File: src/hdl/ebsl_pkg.sv
package ebsl_pkg;

    // Field positions of the bank error status word
    localparam int unsigned STATUS_W       = 64;
    localparam int unsigned MCA_CODE_LSB   = 0;
    localparam int unsigned MCA_CODE_W     = 16;
    localparam int unsigned MODEL_CODE_LSB = 16;
    localparam int unsigned MODEL_CODE_W   = 16;
    localparam int unsigned INFO_LSB       = 32;
    localparam int unsigned INFO_W         = 25;
    localparam int unsigned OTHER_LO_LSB   = 32;
    localparam int unsigned OTHER_LO_W     = 6;
    localparam int unsigned CORR_CNT_LSB   = 38;
    localparam int unsigned CORR_CNT_W     = 15;
    localparam int unsigned CORR_OVF_BIT   = 52;
    localparam int unsigned COLOUR_LSB     = 53;
    localparam int unsigned COLOUR_W       = 2;
    localparam int unsigned ACTION_REQ_BIT = 55;
    localparam int unsigned SIGNAL_BIT     = 56;
    localparam int unsigned CONTEXT_BIT    = 57;
    localparam int unsigned ADDR_OK_BIT    = 58;
    localparam int unsigned EXTRA_OK_BIT   = 59;
    localparam int unsigned ENABLED_BIT    = 60;
    localparam int unsigned NOT_CORR_BIT   = 61;
    localparam int unsigned OVERFLOW_BIT   = 62;
    localparam int unsigned OCCUPIED_BIT   = 63;

    // Reset and cleared value
    localparam logic [63:0] STATUS_RST     = 64'h0000_0000_0000_0000;
    localparam logic [14:0] CORR_CNT_RST   = 15'h0000;

    // Structure health colours
    localparam logic [1:0]  COLOUR_NONE    = 2'h0;
    localparam logic [1:0]  COLOUR_GREEN   = 2'h1;
    localparam logic [1:0]  COLOUR_YELLOW  = 2'h2;

endpackage : ebsl_pkg

File: src/hdl/ebsl_corr_count.sv
`timescale 1ns/10ps
`default_nettype none

module ebsl_corr_count #(
    parameter int unsigned CNT_W = 15
) (
    // Clock and reset
    input  wire logic             sys_clk_i,
    input  wire logic             rst_i,
    // Control
    input  wire logic             clear_i,
    input  wire logic             inc_i,
    // Count, top bit is sticky overflow
    output logic [CNT_W-1:0]      count_o
);

    logic [CNT_W-2:0] low_r;
    logic             ovf_r;
    logic [CNT_W-1:0] sum;

    assign sum     = {1'b0, low_r} + {{(CNT_W-1){1'b0}}, 1'b1};
    assign count_o = {ovf_r, low_r};

    always_ff @(posedge sys_clk_i) begin
        if (rst_i) begin
            low_r <= ebsl_pkg::CORR_CNT_RST[CNT_W-2:0];
        end else if (clear_i && inc_i) begin
            // Event in the clearing cycle still counts
            low_r <= {{(CNT_W-2){1'b0}}, 1'b1};
        end else if (clear_i) begin
            low_r <= '0;
        end else if (inc_i) begin
            low_r <= sum[CNT_W-2:0];
        end
    end

    always_ff @(posedge sys_clk_i) begin
        if (rst_i) begin
            ovf_r <= ebsl_pkg::CORR_CNT_RST[CNT_W-1];
        end else if (clear_i) begin
            ovf_r <= 1'b0;
        end else if (inc_i && sum[CNT_W-1]) begin
            ovf_r <= 1'b1;
        end
    end

endmodule : ebsl_corr_count

`default_nettype wire

File: src/hdl/ebsl_error_bank.sv
`timescale 1ns/10ps
`default_nettype none

module ebsl_error_bank #(
    parameter int unsigned CNT_W = ebsl_pkg::CORR_CNT_W
) (
    // Clock and reset
    input  wire logic        sys_clk_i,
    input  wire logic        rst_i,
    // Capability bits from the global capability register
    input  wire logic        cap_corr_count_i,
    input  wire logic        cap_threshold_i,
    input  wire logic        cap_recovery_i,
    // Error posting from hardware units
    input  wire logic        ev_post_i,
    input  wire logic [15:0] ev_mca_code_i,
    input  wire logic [15:0] ev_model_code_i,
    input  wire logic [24:0] ev_info_i,
    input  wire logic        ev_monitored_i,
    input  wire logic [1:0]  ev_colour_i,
    input  wire logic        ev_signal_i,
    input  wire logic        ev_action_required_i,
    input  wire logic        ev_context_corrupt_i,
    input  wire logic        ev_address_log_ok_i,
    input  wire logic        ev_extra_info_ok_i,
    input  wire logic        ev_error_enable_bit_i,
    input  wire logic        ev_not_corrected_flag_i,
    // Register read and write port
    input  wire logic        reg_rd_i,
    input  wire logic        reg_wr_i,
    input  wire logic [63:0] reg_wdata_i,
    output logic [63:0]      reg_rdata_o,
    output logic             reg_rd_valid_o,
    output logic             gp_fault_o,
    // Status
    output logic             log_occupied_o,
    output logic             context_corrupt_o
);

    logic [63:0]      entry_r;
    logic [63:0]      entry_nxt;
    logic [63:0]      new_entry;
    logic [63:0]      rdata_r;
    logic             rd_valid_r;
    logic             fault_r;
    logic             clr_req;
    logic             held_valid;
    logic             overwrite;
    logic [1:0]       new_colour;
    logic [1:0]       held_colour;
    logic [CNT_W-1:0] corr_cnt;

    function automatic logic [63:0] ebsl_compose(input logic [63:0] entry,
                                                 input logic [CNT_W-1:0] cnt,
                                                 input logic cnt_on);
        ebsl_compose = entry;
        if (cnt_on) begin
            ebsl_compose[ebsl_pkg::CORR_OVF_BIT:ebsl_pkg::CORR_CNT_LSB] = cnt;
        end
    endfunction : ebsl_compose

    assign clr_req = reg_wr_i && (reg_wdata_i == ebsl_pkg::STATUS_RST);

    // Clear and post in one cycle: the post wins
    assign held_valid = entry_r[ebsl_pkg::OCCUPIED_BIT] && !clr_req;

    assign new_colour = ev_monitored_i ? ev_colour_i : ebsl_pkg::COLOUR_NONE;

    // Without threshold capability there is no colour to rank
    assign held_colour = cap_threshold_i ?
                         entry_r[ebsl_pkg::COLOUR_LSB +: ebsl_pkg::COLOUR_W] :
                         ebsl_pkg::COLOUR_NONE;

    ebsl_pick u_pick (
        .held_valid_i   (held_valid),
        .held_enabled_i (entry_r[ebsl_pkg::ENABLED_BIT]),
        .held_uncorr_i  (entry_r[ebsl_pkg::NOT_CORR_BIT]),
        .held_colour_i  (held_colour),
        .new_enabled_i  (ev_error_enable_bit_i),
        .new_uncorr_i   (ev_not_corrected_flag_i),
        .new_colour_i   (cap_threshold_i ? new_colour : ebsl_pkg::COLOUR_NONE),
        .overwrite_o    (overwrite)
    );

    ebsl_corr_count #(
        .CNT_W (CNT_W)
    ) u_count (
        .sys_clk_i (sys_clk_i),
        .rst_i     (rst_i),
        .clear_i   (clr_req),
        .inc_i     (ev_post_i && !ev_not_corrected_flag_i && cap_corr_count_i),
        .count_o   (corr_cnt)
    );

    // Build the word an arriving event would leave
    always_comb begin
        new_entry = ebsl_pkg::STATUS_RST;
        new_entry[ebsl_pkg::MCA_CODE_LSB +: ebsl_pkg::MCA_CODE_W] = ev_mca_code_i;
        new_entry[ebsl_pkg::MODEL_CODE_LSB +: ebsl_pkg::MODEL_CODE_W] = ev_model_code_i;
        new_entry[ebsl_pkg::INFO_LSB +: ebsl_pkg::INFO_W] = ev_info_i;
        if (cap_threshold_i) begin
            new_entry[ebsl_pkg::COLOUR_LSB +: ebsl_pkg::COLOUR_W] = new_colour;
            new_entry[ebsl_pkg::ACTION_REQ_BIT] = cap_recovery_i && ev_action_required_i;
            new_entry[ebsl_pkg::SIGNAL_BIT]     = cap_recovery_i && ev_signal_i;
        end
        new_entry[ebsl_pkg::CONTEXT_BIT]  = ev_context_corrupt_i;
        new_entry[ebsl_pkg::ADDR_OK_BIT]  = ev_address_log_ok_i;
        new_entry[ebsl_pkg::EXTRA_OK_BIT] = ev_extra_info_ok_i;
        new_entry[ebsl_pkg::ENABLED_BIT]  = ev_error_enable_bit_i;
        new_entry[ebsl_pkg::NOT_CORR_BIT] = ev_not_corrected_flag_i;
        new_entry[ebsl_pkg::OCCUPIED_BIT] = 1'b1;
    end

    // Next entry: clear, then replace or retain
    always_comb begin
        entry_nxt = clr_req ? ebsl_pkg::STATUS_RST : entry_r;
        if (ev_post_i) begin
            if (overwrite) begin
                entry_nxt = new_entry;
            end
            if (held_valid) begin
                entry_nxt[ebsl_pkg::OVERFLOW_BIT] = 1'b1;
            end
        end
    end

    always_ff @(posedge sys_clk_i) begin
        if (rst_i) begin
            entry_r <= ebsl_pkg::STATUS_RST;
        end else begin
            entry_r <= entry_nxt;
        end
    end

    always_ff @(posedge sys_clk_i) begin
        if (rst_i) begin
            rdata_r    <= ebsl_pkg::STATUS_RST;
            rd_valid_r <= 1'b0;
        end else begin
            rd_valid_r <= reg_rd_i;
            if (reg_rd_i) begin
                rdata_r <= ebsl_compose(entry_r, corr_cnt, cap_corr_count_i);
            end
        end
    end

    // fault on any one bit written
    always_ff @(posedge sys_clk_i) begin
        if (rst_i) begin
            fault_r <= 1'b0;
        end else begin
            fault_r <= reg_wr_i && (reg_wdata_i != ebsl_pkg::STATUS_RST);
        end
    end

    assign reg_rdata_o       = rdata_r;
    assign reg_rd_valid_o    = rd_valid_r;
    assign gp_fault_o        = fault_r;
    assign log_occupied_o    = entry_r[ebsl_pkg::OCCUPIED_BIT];
    assign context_corrupt_o = entry_r[ebsl_pkg::CONTEXT_BIT];

    chk_nonzero_write_fault: assert property (
        @(posedge sys_clk_i) disable iff (rst_i)
        (reg_wr_i && reg_wdata_i != 64'h0) |=> gp_fault_o)
        else $error("nonzero write did not fault");

    chk_fault_keeps_log: assert property (
        @(posedge sys_clk_i) disable iff (rst_i)
        (reg_wr_i && reg_wdata_i != 64'h0 && !ev_post_i) |=> $stable(entry_r))
        else $error("faulting write changed the log");

    chk_zero_write_clear: assert property (
        @(posedge sys_clk_i) disable iff (rst_i)
        (reg_wr_i && reg_wdata_i == 64'h0 && !ev_post_i) |=> !log_occupied_o && !entry_r[62])
        else $error("zero write did not clear");

    chk_post_sets_valid: assert property (
        @(posedge sys_clk_i) disable iff (rst_i)
        ev_post_i |=> log_occupied_o)
        else $error("post left log empty");

    chk_first_code_logged: assert property (
        @(posedge sys_clk_i) disable iff (rst_i)
        (ev_post_i && !log_occupied_o) |=>
            entry_r[15:0] == $past(ev_mca_code_i) && entry_r[31:16] == $past(ev_model_code_i))
        else $error("error codes not logged");

    chk_collision_overflow: assert property (
        @(posedge sys_clk_i) disable iff (rst_i)
        (ev_post_i && log_occupied_o && !clr_req) |=> entry_r[62] ##1 (entry_r[62] || $past(clr_req)))
        else $error("collision did not set overflow");

    chk_uncorr_retained: assert property (
        @(posedge sys_clk_i) disable iff (rst_i)
        (ev_post_i && log_occupied_o && !clr_req && entry_r[61]
            && entry_r[60] == ev_error_enable_bit_i) |=> $stable(entry_r[61:0]) && entry_r[62])
        else $error("uncorrected first entry lost");

    chk_yellow_kept: assert property (
        @(posedge sys_clk_i) disable iff (rst_i)
        (ev_post_i && log_occupied_o && !clr_req && cap_threshold_i && !entry_r[61]
            && entry_r[54:53] == 2'h2 && !ev_not_corrected_flag_i
            && entry_r[60] == ev_error_enable_bit_i) |=> entry_r[31:0] == $past(entry_r[31:0]))
        else $error("yellow entry displaced by corrected event");

    chk_count_step: assert property (
        @(posedge sys_clk_i) disable iff (rst_i)
        (ev_post_i && !ev_not_corrected_flag_i && cap_corr_count_i && !clr_req
            && corr_cnt[13:0] != 14'h3fff) |=> corr_cnt[13:0] == $past(corr_cnt[13:0]) + 14'h1)
        else $error("corrected count did not step");

    chk_count_sticky: assert property (
        @(posedge sys_clk_i) disable iff (rst_i)
        (corr_cnt[14] && !clr_req) |=> corr_cnt[14])
        else $error("count overflow bit dropped");

    chk_unmonitored_colour: assert property (
        @(posedge sys_clk_i) disable iff (rst_i)
        (ev_post_i && !log_occupied_o && cap_threshold_i && !ev_monitored_i) |=>
            entry_r[54:53] == 2'h0)
        else $error("unmonitored event posted a colour");

    chk_read_counter: assert property (
        @(posedge sys_clk_i) disable iff (rst_i)
        (reg_rd_i && cap_corr_count_i) |=> reg_rd_valid_o && reg_rdata_o[52:38] == $past(corr_cnt))
        else $error("read did not show counter");

    chk_info_logged: assert property (
        @(posedge sys_clk_i) disable iff (rst_i)
        (ev_post_i && !log_occupied_o) |=>
            entry_r[37:32] == $past(ev_info_i[5:0]))
        else $error("implementation information not logged");

    chk_event_flags: assert property (
        @(posedge sys_clk_i) disable iff (rst_i)
        (ev_post_i && !log_occupied_o) |=>
            entry_r[61:57] == $past({ev_not_corrected_flag_i, ev_error_enable_bit_i,
                                     ev_extra_info_ok_i, ev_address_log_ok_i,
                                     ev_context_corrupt_i}))
        else $error("event flags not logged");

    chk_reserved_zero: assert property (
        @(posedge sys_clk_i) disable iff (rst_i)
        (ev_post_i && !log_occupied_o && cap_threshold_i && !cap_recovery_i) |=>
            entry_r[56:55] == 2'h0)
        else $error("reserved bits not zero");

    chk_recovery_flags: assert property (
        @(posedge sys_clk_i) disable iff (rst_i)
        (ev_post_i && !log_occupied_o && cap_threshold_i && cap_recovery_i) |=>
            entry_r[56:55] == $past({ev_signal_i, ev_action_required_i}))
        else $error("recovery flags not logged");

    chk_enabled_wins: assert property (
        @(posedge sys_clk_i) disable iff (rst_i)
        (ev_post_i && log_occupied_o && !clr_req && !entry_r[60] && ev_error_enable_bit_i)
            |=> entry_r[60] && entry_r[15:0] == $past(ev_mca_code_i))
        else $error("enabled event did not replace disabled entry");

    chk_green_replaced: assert property (
        @(posedge sys_clk_i) disable iff (rst_i)
        (ev_post_i && log_occupied_o && !clr_req && cap_threshold_i && !entry_r[61]
            && entry_r[54:53] != 2'h2 && !ev_not_corrected_flag_i
            && entry_r[60] == ev_error_enable_bit_i) |=>
            entry_r[31:0] == $past({ev_model_code_i, ev_mca_code_i}))
        else $error("later corrected event did not replace green entry");

    chk_overwrite_whole: assert property (
        @(posedge sys_clk_i) disable iff (rst_i)
        (ev_post_i && overwrite) |=> entry_r[61:0] == $past(new_entry[61:0]))
        else $error("overwrite did not take the whole word");

endmodule : ebsl_error_bank

`default_nettype wire

File: src/hdl/ebsl_pick.sv
`timescale 1ns/10ps
`default_nettype none

module ebsl_pick (
    // Entry already held
    input  wire logic       held_valid_i,
    input  wire logic       held_enabled_i,
    input  wire logic       held_uncorr_i,
    input  wire logic [1:0] held_colour_i,
    // Arriving event
    input  wire logic       new_enabled_i,
    input  wire logic       new_uncorr_i,
    input  wire logic [1:0] new_colour_i,
    // Decision
    output logic            overwrite_o
);

    function automatic logic ebsl_is_yellow(input logic [1:0] colour);
        ebsl_is_yellow = (colour == ebsl_pkg::COLOUR_YELLOW);
    endfunction : ebsl_is_yellow

    // yellow over green, later green kept
    always_comb begin
        if (!held_valid_i) begin
            overwrite_o = 1'b1;
        end else if (held_enabled_i != new_enabled_i) begin
            overwrite_o = new_enabled_i;
        end else if (held_uncorr_i) begin
            overwrite_o = 1'b0;
        end else if (new_uncorr_i) begin
            overwrite_o = 1'b1;
        end else if (ebsl_is_yellow(held_colour_i)) begin
            // Two yellows keep the first; saves a write
            overwrite_o = 1'b0;
        end else begin
            overwrite_o = 1'b1;
        end
    end

endmodule : ebsl_pick

`default_nettype wire

File: config.mk
export PLATFORM = sky130hd
export DESIGN_NAME = ebsl_error_bank
export DESIGN_NICKNAME = d
export VERILOG_FILES = /design/src/hdl/ebsl_pkg.sv /design/src/hdl/ebsl_corr_count.sv /design/src/hdl/ebsl_error_bank.sv /design/src/hdl/ebsl_pick.sv
export SDC_FILE = /design/constraint.sdc
export NUM_CORES = 1
export LEC_CHECK = 0
export BUFFER_PORTS_ARGS = -buffer_cell sky130_fd_sc_hd__buf_4
export CAP_MARGIN = 20
export CELL_PAD_IN_SITES_DETAIL_PLACEMENT = 2
export CELL_PAD_IN_SITES_GLOBAL_PLACEMENT = 2
export CORE_MARGIN = 3
export CORE_UTILIZATION = 31
export CTS_CLUSTER_SIZE = 12
export DETAILED_ROUTE_END_ITERATION = 12
export PLACE_DENSITY_LB_ADDON = 0.1
export RECOVER_POWER = 50
export SKIP_CTS_REPAIR_TIMING = 1
export SKIP_LAST_GASP = 1
export SLEW_MARGIN = 20
export SYNTH_ARGS = -nofsm -noshare
export SYNTH_HDL_FRONTEND = slang
export SYNTH_SLANG_ARGS = --single-unit
File: constraint.sdc
create_clock -name sys_clk_i -period 4.5 [get_ports sys_clk_i]
set_clock_uncertainty 0.1 [all_clocks]
set_input_delay 0 -clock sys_clk_i [delete_from_list [all_inputs] [get_ports sys_clk_i]]
set_output_delay 0 -clock sys_clk_i [all_outputs]
set_load 0.1 [all_outputs]
==> key figures, run 1 <==
Floorplanning
  • Starting Density: 0.3198
  • # IOs: 207
  • Die Wd: roughly 140 µm
  • Row count: 49
  • Die area: between 0.02 and 0.025 mm²
  • Die Ht: ~140 µm
  • Core Region: approximately 0.018 mm²

Logic synthesis
  • Number of flops mapped to enable cells by yosys: 0
  • Synth cell types: 36
  • Ys async rst share: 0
  • Ys Warns: 0
  • Synthesized area per cell: a little over 9 µm²
  • Share of the synthesized area in the top cell type: 0.5001
  • Synthesis-stage register bit count: between 100 and 150
  • Cells after Synth: 629
  • Register area share after synthesis: 0.5001
  • Top cells by area, synth: dfxtp_1 (50%), mux2i_1 (12%), o32ai_1 (8.8%)
  • Cell Area, Synth: about 0.0058 mm²
  • Leading area contributor after synthesis: dfxtp_1
  • Synth top cells by count: dfxtp_1 (145), nor2_1 (82), mux2i_1 (71), nand2_1 (68), inv_1 (65)
  • Synthesized Nets: about 770
  • Ys flop type: dfxtp_1
  • Count leader, synth: dfxtp_1

Setup path
  • Crit path kind: input port to flop
  • R2r setup slk: approximately 2400 ps
  • CP Launch Type: input port
  • Worst path arrival time: between 2000 and 3000 ps
  • Critical Path Sink Type: flop
  • Critical path fanouts, max: 44
  • WP data required: 4630 ps

CTS
  • CTS clk-pin slew, worst paths: roughly 60 ps
  • Bufs on Longest Clock Path: 2
  • CTS Buf Count: 17
  • CTS Root Cell: clkbuf_16
  • Clock Latency Late Sink: roughly 420 ps
  • CTS tree: done
  • H-tree Lvls: 4
  • Sink Count: around 150

Place
  • Area after DPL: between 0.007 and 0.008 mm²
  • Post-DP HPWL: 13.86 mm
  • RePlAce Congestion: approximately 0.80
  • IO buf count: about 210
  • Dpl ws: roughly 1700 ps

GRT
  • Total gr overflow: 0
  • GR Util All Layers: 0.1899
  • First-pass GRT wire length: roughly 30 mm
  • Vias in the first global route: about 5.9k
  • Initial antenna violation count: 0
  • Largest net degree at the start of global routing: 82

Finish
  • Finished Cell Area: 0.008502 mm²
  • Syn-to-layout area delta: 46.48%
  • Fin util: 0.4685
  • Fill count: between 1.5k and 2k
  • Fraction of layout cells with a size suffix above 1: 0.2034
  • Total Nets Final: 1017
  • # diodes: 0
  • Area of the multi-input gates: 0.002439 mm²
  • Seq. cell area: 0.002903 mm²

Status
  • Failing checks: hold timing, capacitance limit, slew limit
  • Status: complete, but fails checks

STA
  • Final Slew Violations: 127
  • Final Hold Viols: 1
  • Setup TNS: 0 ps
  • Final worst setup slack: roughly 1600 ps
  • Slew headroom: -0.7907
  • F_max: approximately 350 MHz
  • Unrepaired setup endpoints after global routing: false
  • Final period util: 0.6335
  • Setup-failing EPs final: 0
  • Tmin final: between 2000 and 3000 ps
  • Final hold slack: -20.73 ps
  • Worst Tran Pin Value: ~2700 ps

Drt
  • Post-route antenna net violation count: 0
  • WL final: between 20 and 25 mm
  • Initial DRT Pass Iterations: 4
  • Violation count after the first detailed-routing iteration: around 130
  • Wire length per cell: about 19 µm
  • Via Count: roughly 5.5k
  • # DRC: 0
  • Routed vias/inst: 4.951

Run
  • Max_cap viols: 2

Power and ir drop
  • PD cells: slightly above 400 mW/mm²
  • Leak: around 3.6 nW
  • Sw Ratio: 0.2781
  • Peak VDD IR: between 0.15 and 0.2 mV
  • Logic pwr share: 0.162
  • Reg power frac: 0.395
  • Internal power: between 0.002 and 0.003 W
  • Clock power share: 0.443
  • Sw Pwr: ~0.00097 W

Worst hold path
  • Worst Hold Class: input port to flop
==> registers in the layout, indices dropped and copies added, names as in the netlist <==
name and flops:
u_count.low_r 14, entry_r 64, reg_rd_valid_o 1, gp_fault_o 1, reg_rdata_o 64, u_count.ovf_r 1
==> power by group through the flow <==
| stage | Sequential [W] | Combinational (W) | Clock, W |
|---|---|---|---|
| 2_1_floorplan | 0.00159 | 0.000169 | 0 |
| 3_5_place_dp | 0.00141 | 0.000538 | 0 |
| 6_report | 0.00138 | 0.000566 | 0.00155 |
| 4_1_cts | 0.00139 | 0.000540 | 0.00158 |
| 3_3_place_gp | 0.00141 | 0.000524 | 0 |
| 5_1_grt | 0.00139 | 0.000604 | 0.00165 |
==> kinds of logic (layout without fill, tap and decap cells) <==
group / count (synthesis) / in the layout / share of synthesized area
simple gates: 196 / 196 / 0.1477
buf+inv: 114 / 375 / 0.07976
compound gates: 90 / 90 / 0.1298
flops: 145 / 145 / 0.5001
xor+xnor: 12 / 12 / 0.01811
mux: 71 / 71 / 0.1224
fa+ha+maj: 1 / 1 / 0.002155
==> final timing paths <==
kind,start,endpoint,cells after the start
hold reg to reg,entry_r[50],entry_r[50],2
setup reg to reg,entry_r[53],entry_r[44],6
setup / recovery,reg_rd_i,reg_rdata_o[29],4
hold / removal,ev_info_i[21],entry_r[53],5
==> placed cells by master, fill, tap and decap left out, drive strengths merged, types with 2 or more instances in the layout <==
cell type,n
buf,143
or2,2
nand4,6
mux2i,71
dlygate4sd3,65
xor2,8
nand3,6
and3,3
dfxtp,145
o32ai,58
o211ai,4
nor4,16
and4,4
nand2,68
xnor2,4
nor3,3
a211oi,15
o21ai,8
inv,66
and2,2
a22oi,2
bufinv,5
clkinv,4
clkbuf,88
clkinvlp,4
nor2,82
==> layout make-up <==
cell class	instances	share of cell area
Sequential cell	145	0.3414
Multi-Input combinational cell	370	0.2868
Timing Repair Buffer	278	0.2338
Clock buffer	18	0.05048
Tap cell	229	0.03370
Inverter	65	0.02870
Clock inverter	14	0.02502
==> routing by layer <==
metal | global-route usage | wire length [µm]
met5 | 0 | 0
met2 | 0.3420 | 10870
met1 | 0.2146 | 8810
met3 | 0.05995 | 1069
met4 | 0.05653 | 346
==> worst max-delay path, cell delays in order <==
cell	delay [ps]
buf_4	470
clkbuf_1	1950
mux2i_1	390
nor2_1	90
==> metrics by stage <==
| step | instances | total power (W) | hold slack [ps] |
|---|---|---|---|
| floorplan | 629 | 0.001755 | 51.22 |
| global placement | 1022 | 0.001932 | 159.1 |
| detailed placement | 1022 | 0.001951 | 164.3 |
| CTS | 1054 | 0.003510 | -281.8 |
| global route | 1119 | 0.003649 | 3.122 |
| finish | 1119 | 0.003503 | -20.73 |
(Power assumes the default switching activity.)
==> run 2, diff against run 1 <==
--- a/config.mk
+++ b/config.mk
@@ -5,12 +5,13 @@
 export SDC_FILE = /design/constraint.sdc
 export NUM_CORES = 1
 export LEC_CHECK = 0
+export ABC_AREA = 1
 export BUFFER_PORTS_ARGS = -buffer_cell sky130_fd_sc_hd__buf_4
 export CAP_MARGIN = 20
 export CELL_PAD_IN_SITES_DETAIL_PLACEMENT = 2
 export CELL_PAD_IN_SITES_GLOBAL_PLACEMENT = 2
 export CORE_MARGIN = 3
-export CORE_UTILIZATION = 31
+export CORE_UTILIZATION = 25
 export CTS_CLUSTER_SIZE = 12
 export DETAILED_ROUTE_END_ITERATION = 12
 export PLACE_DENSITY_LB_ADDON = 0.1
==> constraint.sdc (replaced) <==
create_clock -name sys_clk_i -period 2.6 [get_ports sys_clk_i]
set_clock_uncertainty 0.1 [all_clocks]
set_input_delay 0 -clock sys_clk_i [delete_from_list [all_inputs] [get_ports sys_clk_i]]
set_output_delay 0 -clock sys_clk_i [all_outputs]
set_load 0.1 [all_outputs]
==> run 2 against run 1 <==
Compared with the run above:
- the flow finishes with violations (hold timing)
- non-clock buffer count rose by 6
- die area increased by 35%
- setup slack got worse by 1200 ps
- sequential cell count unchanged
- synthesized cell count grew 41%
- first-iteration DRC count increased by 78%
- sequential share of layout area fell by 2.8 points
- clock power is 74% higher
- via count grew 22%
- sequential power rose by 78%
- total power increased by 84%
==> key figures, run 2 <==
Status
  • Status: complete, but fails checks
  • Failing checks: hold timing

GRT
  • Vias in the first global route: 6986 (+19%)
  • GR Util All Layers: 0.1688 (-0.02111)
  • Largest net degree at the start of global routing: 114 (+39%)
  • Total gr overflow: 0 (unchanged)
  • Initial antenna violation count: 0 (unchanged)
  • First-pass GRT wire length: 37.96 mm (+25%)

Logic synthesis
  • Synthesized Nets: 1030 (+34%)
  • Count leader, synth: nor2_1
  • Share of the synthesized area in the top cell type: 0.4537 (-0.04645)
  • Synthesized area per cell: 7.189 µm² (-22%)
  • Cells after Synth: 890 (+41%)
  • Ys Warns: 0 (unchanged)
  • Leading area contributor after synthesis: dfxtp_1
  • Number of flops mapped to enable cells by yosys: 0 (unchanged)
  • Cell Area, Synth: 0.006399 mm² (+10%)
  • Top cells by area, synth: dfxtp_1 (45%), nor2_1 (13%), nand2_1 (11%)
  • Ys async rst share: 0 (unchanged)
  • Synthesis-stage register bit count: 145 (unchanged)
  • Register area share after synthesis: 0.4537 (-0.04645)
  • Synth cell types: 25 (-31%)
  • Ys flop type: dfxtp_1
  • Synth top cells by count: nor2_1 (227), nand2_1 (183), dfxtp_1 (145), o21ai_0 (70), nand3b_1 (53)

Setup path
  • Worst path slowest cell: buf_4
  • Worst path arrival time: 2340 ps (-640 ps)
  • Crit-path cells: dlygate4sd3_1 -> buf_4 -> nand3_4 -> buf_4 -> nand2_1 -> a211oi_1
  • Crit path kind: input port to flop
  • WP data required: 2820 ps (-1810 ps)
  • R2r setup slk: 510 ps (-1840 ps)
  • Top cell by count, worst path: buf_4
  • CP Launch Type: input port
  • Critical Path Sink Type: flop
  • Crit path largest cell delay: 630 ps (-1320 ps)
  • Critical path fanouts, max: 65 (+48%)

CTS
  • CTS tree: done
  • CTS Buf Count: 17 (unchanged)
  • CTS Root Cell: clkbuf_16
  • Bufs on Longest Clock Path: 2 (unchanged)
  • H-tree Lvls: 4 (unchanged)
  • Sink Count: 145 (unchanged)
  • Clock Latency Late Sink: 420 ps (about the same)
  • CTS clk-pin slew, worst paths: 60 ps (about the same)

Floorplanning
  • Die Wd: 166.0 µm (+16%)
  • Die area: 0.02755 mm² (+35%)
  • Row count: 57 (+16%)
  • Die Ht: 166.0 µm (+16%)
  • # IOs: 207 (unchanged)
  • Starting Density: 0.2586 (-0.06129)
  • Core Region: 0.02475 mm² (+36%)

Drt
  • Initial DRT Pass Iterations: 4 (unchanged)
  • WL final: 24.19 mm (+15%)
  • # DRC: 0 (unchanged)
  • Post-route antenna net violation count: 0 (unchanged)
  • Via Count: 6732 (+22%)
  • Wire length per cell: 16.54 µm (-12%)
  • Violation count after the first detailed-routing iteration: 230 (+78%)
  • Routed vias/inst: 4.602 (-7.1%)

Place
  • IO buf count: 206 (unchanged)
  • Post-DP HPWL: 15.53 mm (+12%)
  • Dpl ws: 284.6 ps (-1442 ps)
  • RePlAce Congestion: 0.7292 (-9.3%)
  • Placed Cells: 1365 (+34%)
  • Area after DPL: 0.008217 mm² (+10%)

Finish
  • Syn-to-layout area delta: 44.96%
  • Final Non-Filler Cells: 1463 (+31%)
  • # diodes: 0 (unchanged)
  • Total Nets Final: 1268 (+25%)
  • Fraction of layout cells with a size suffix above 1: 0.1624 (-0.04095)
  • Finished Cell Area: 0.009275 mm² (+9.1%)
  • Commonest non-fill, non-tap cells in the layout: nor2_1 (227), nand2_1 (183), dfxtp_1 (145), buf_4 (143)
  • Leading cell type in the layout, fill and taps excluded: nor2_1
  • Fill count: 2910 (+49%)

STA
  • Final hold slack: -54.50 ps (-33.77 ps)
  • Worst Tran Pin Value: 1275 ps (-1411 ps)
  • Unrepaired setup endpoints after global routing: false
  • Final period util: 0.8137
  • Tmin final: ~2100 ps
  • Final Slew Violations: 0 (-100%)
  • Slew headroom: 0.1534 (+0.9441)
  • Setup TNS: 0 ps (unchanged)
  • Final Hold Viols: 2 (+1)
  • F_max: roughly 470 MHz
  • Setup-failing EPs final: 0 (unchanged)
  • Final worst setup slack: 484.4 ps (-1165 ps)

Power and ir drop
  • Leak: 4.003 nW (+12%)
  • Peak VDD IR: 0.3676 mV (+130%)
  • PD cells: 694.8 mW/mm² (+69%)

Run
  • Max_cap viols: 0 (-2)

Worst hold path
  • Worst Hold Class: input port to flop
==> run 2: changes by cell type in the layout (fill, tap and decap cells not counted), sizes merged, moves of 44 or more <==
cell / delta
o21ai: +62
inv: -44
mux2i: -71
o32ai: -58
nor2: +146
nand3b: +53
a21boi: +55
nand2: +117
==> run 2: worst paths after layout <==
path                      endpoint  depth (start not counted)                 start
setup reg to reg       entry_r[31]                          7           entry_r[53]
setup / recovery  u_count.low_r[4]                          6              reg_wr_i
hold reg to reg    reg_rdata_o[50]                          2           entry_r[50]
hold / removal         entry_r[55]                          6  ev_action_required_i
==> run 2: worst max-delay path, delay by kind of cell <==
| family | cells | cell delay [ps] |
|---|---|---|
| AO/OA/AOI/OAI | 1 | 320 |
| buffers and inverters | 3 | 1330 |
| AND/OR/NAND/NOR | 2 | 670 |
==> run 2: area by class of cell <==
type,instances,area (µm²),share of cell area
inverter,19,73.82,0.007959
tap,324,405.4,0.04371
sequential,145,2903,0.3130
clock buffer,18,429.2,0.04627
clock inverter,12,207.7,0.02239
timing repair buffer,284,2093,0.2257
multi-input combinational,661,3163,0.3410
==> run 2: stage by stage <==
stage                       util  total power, W
after detailed placement  0.3320        0.003780
after CTS                 0.3578        0.006537
final                     0.3748        0.006444
after global placement    0.3320        0.003760
after global routing      0.3748        0.006789
after floorplan                -        0.003356
==> run 2: kinds of logic after synthesis <==
logic type	count (synthesis)	share of synthesized area
buffers and inverters	84	0.05514
DFF	145	0.4537
xor gates and xnor gates	8	0.01095
and+or+nand+nor	487	0.3273
AOI/OAI and AO/OA	165	0.1510
adders and majority gates	1	0.001955
==> run 2: metal layers <==
metal | global-route usage | vias to the layer above | part of all wire
met5 | 0 | - | 0
met4 | 0.03580 | 0 | 0.014
met3 | 0.03785 | 22 | 0.028
met2 | 0.3006 | 98 | 0.51
met1 | 0.2093 | 3266 | 0.44
li1 | - | 3346 | -
==> run 2: where the power goes <==
part,internal (W),switching (W),total (W)
registers,0.00237,0.0000800,0.00245
clock network,0.00170,0.000998,0.00270
logic,0.000407,0.000887,0.00129
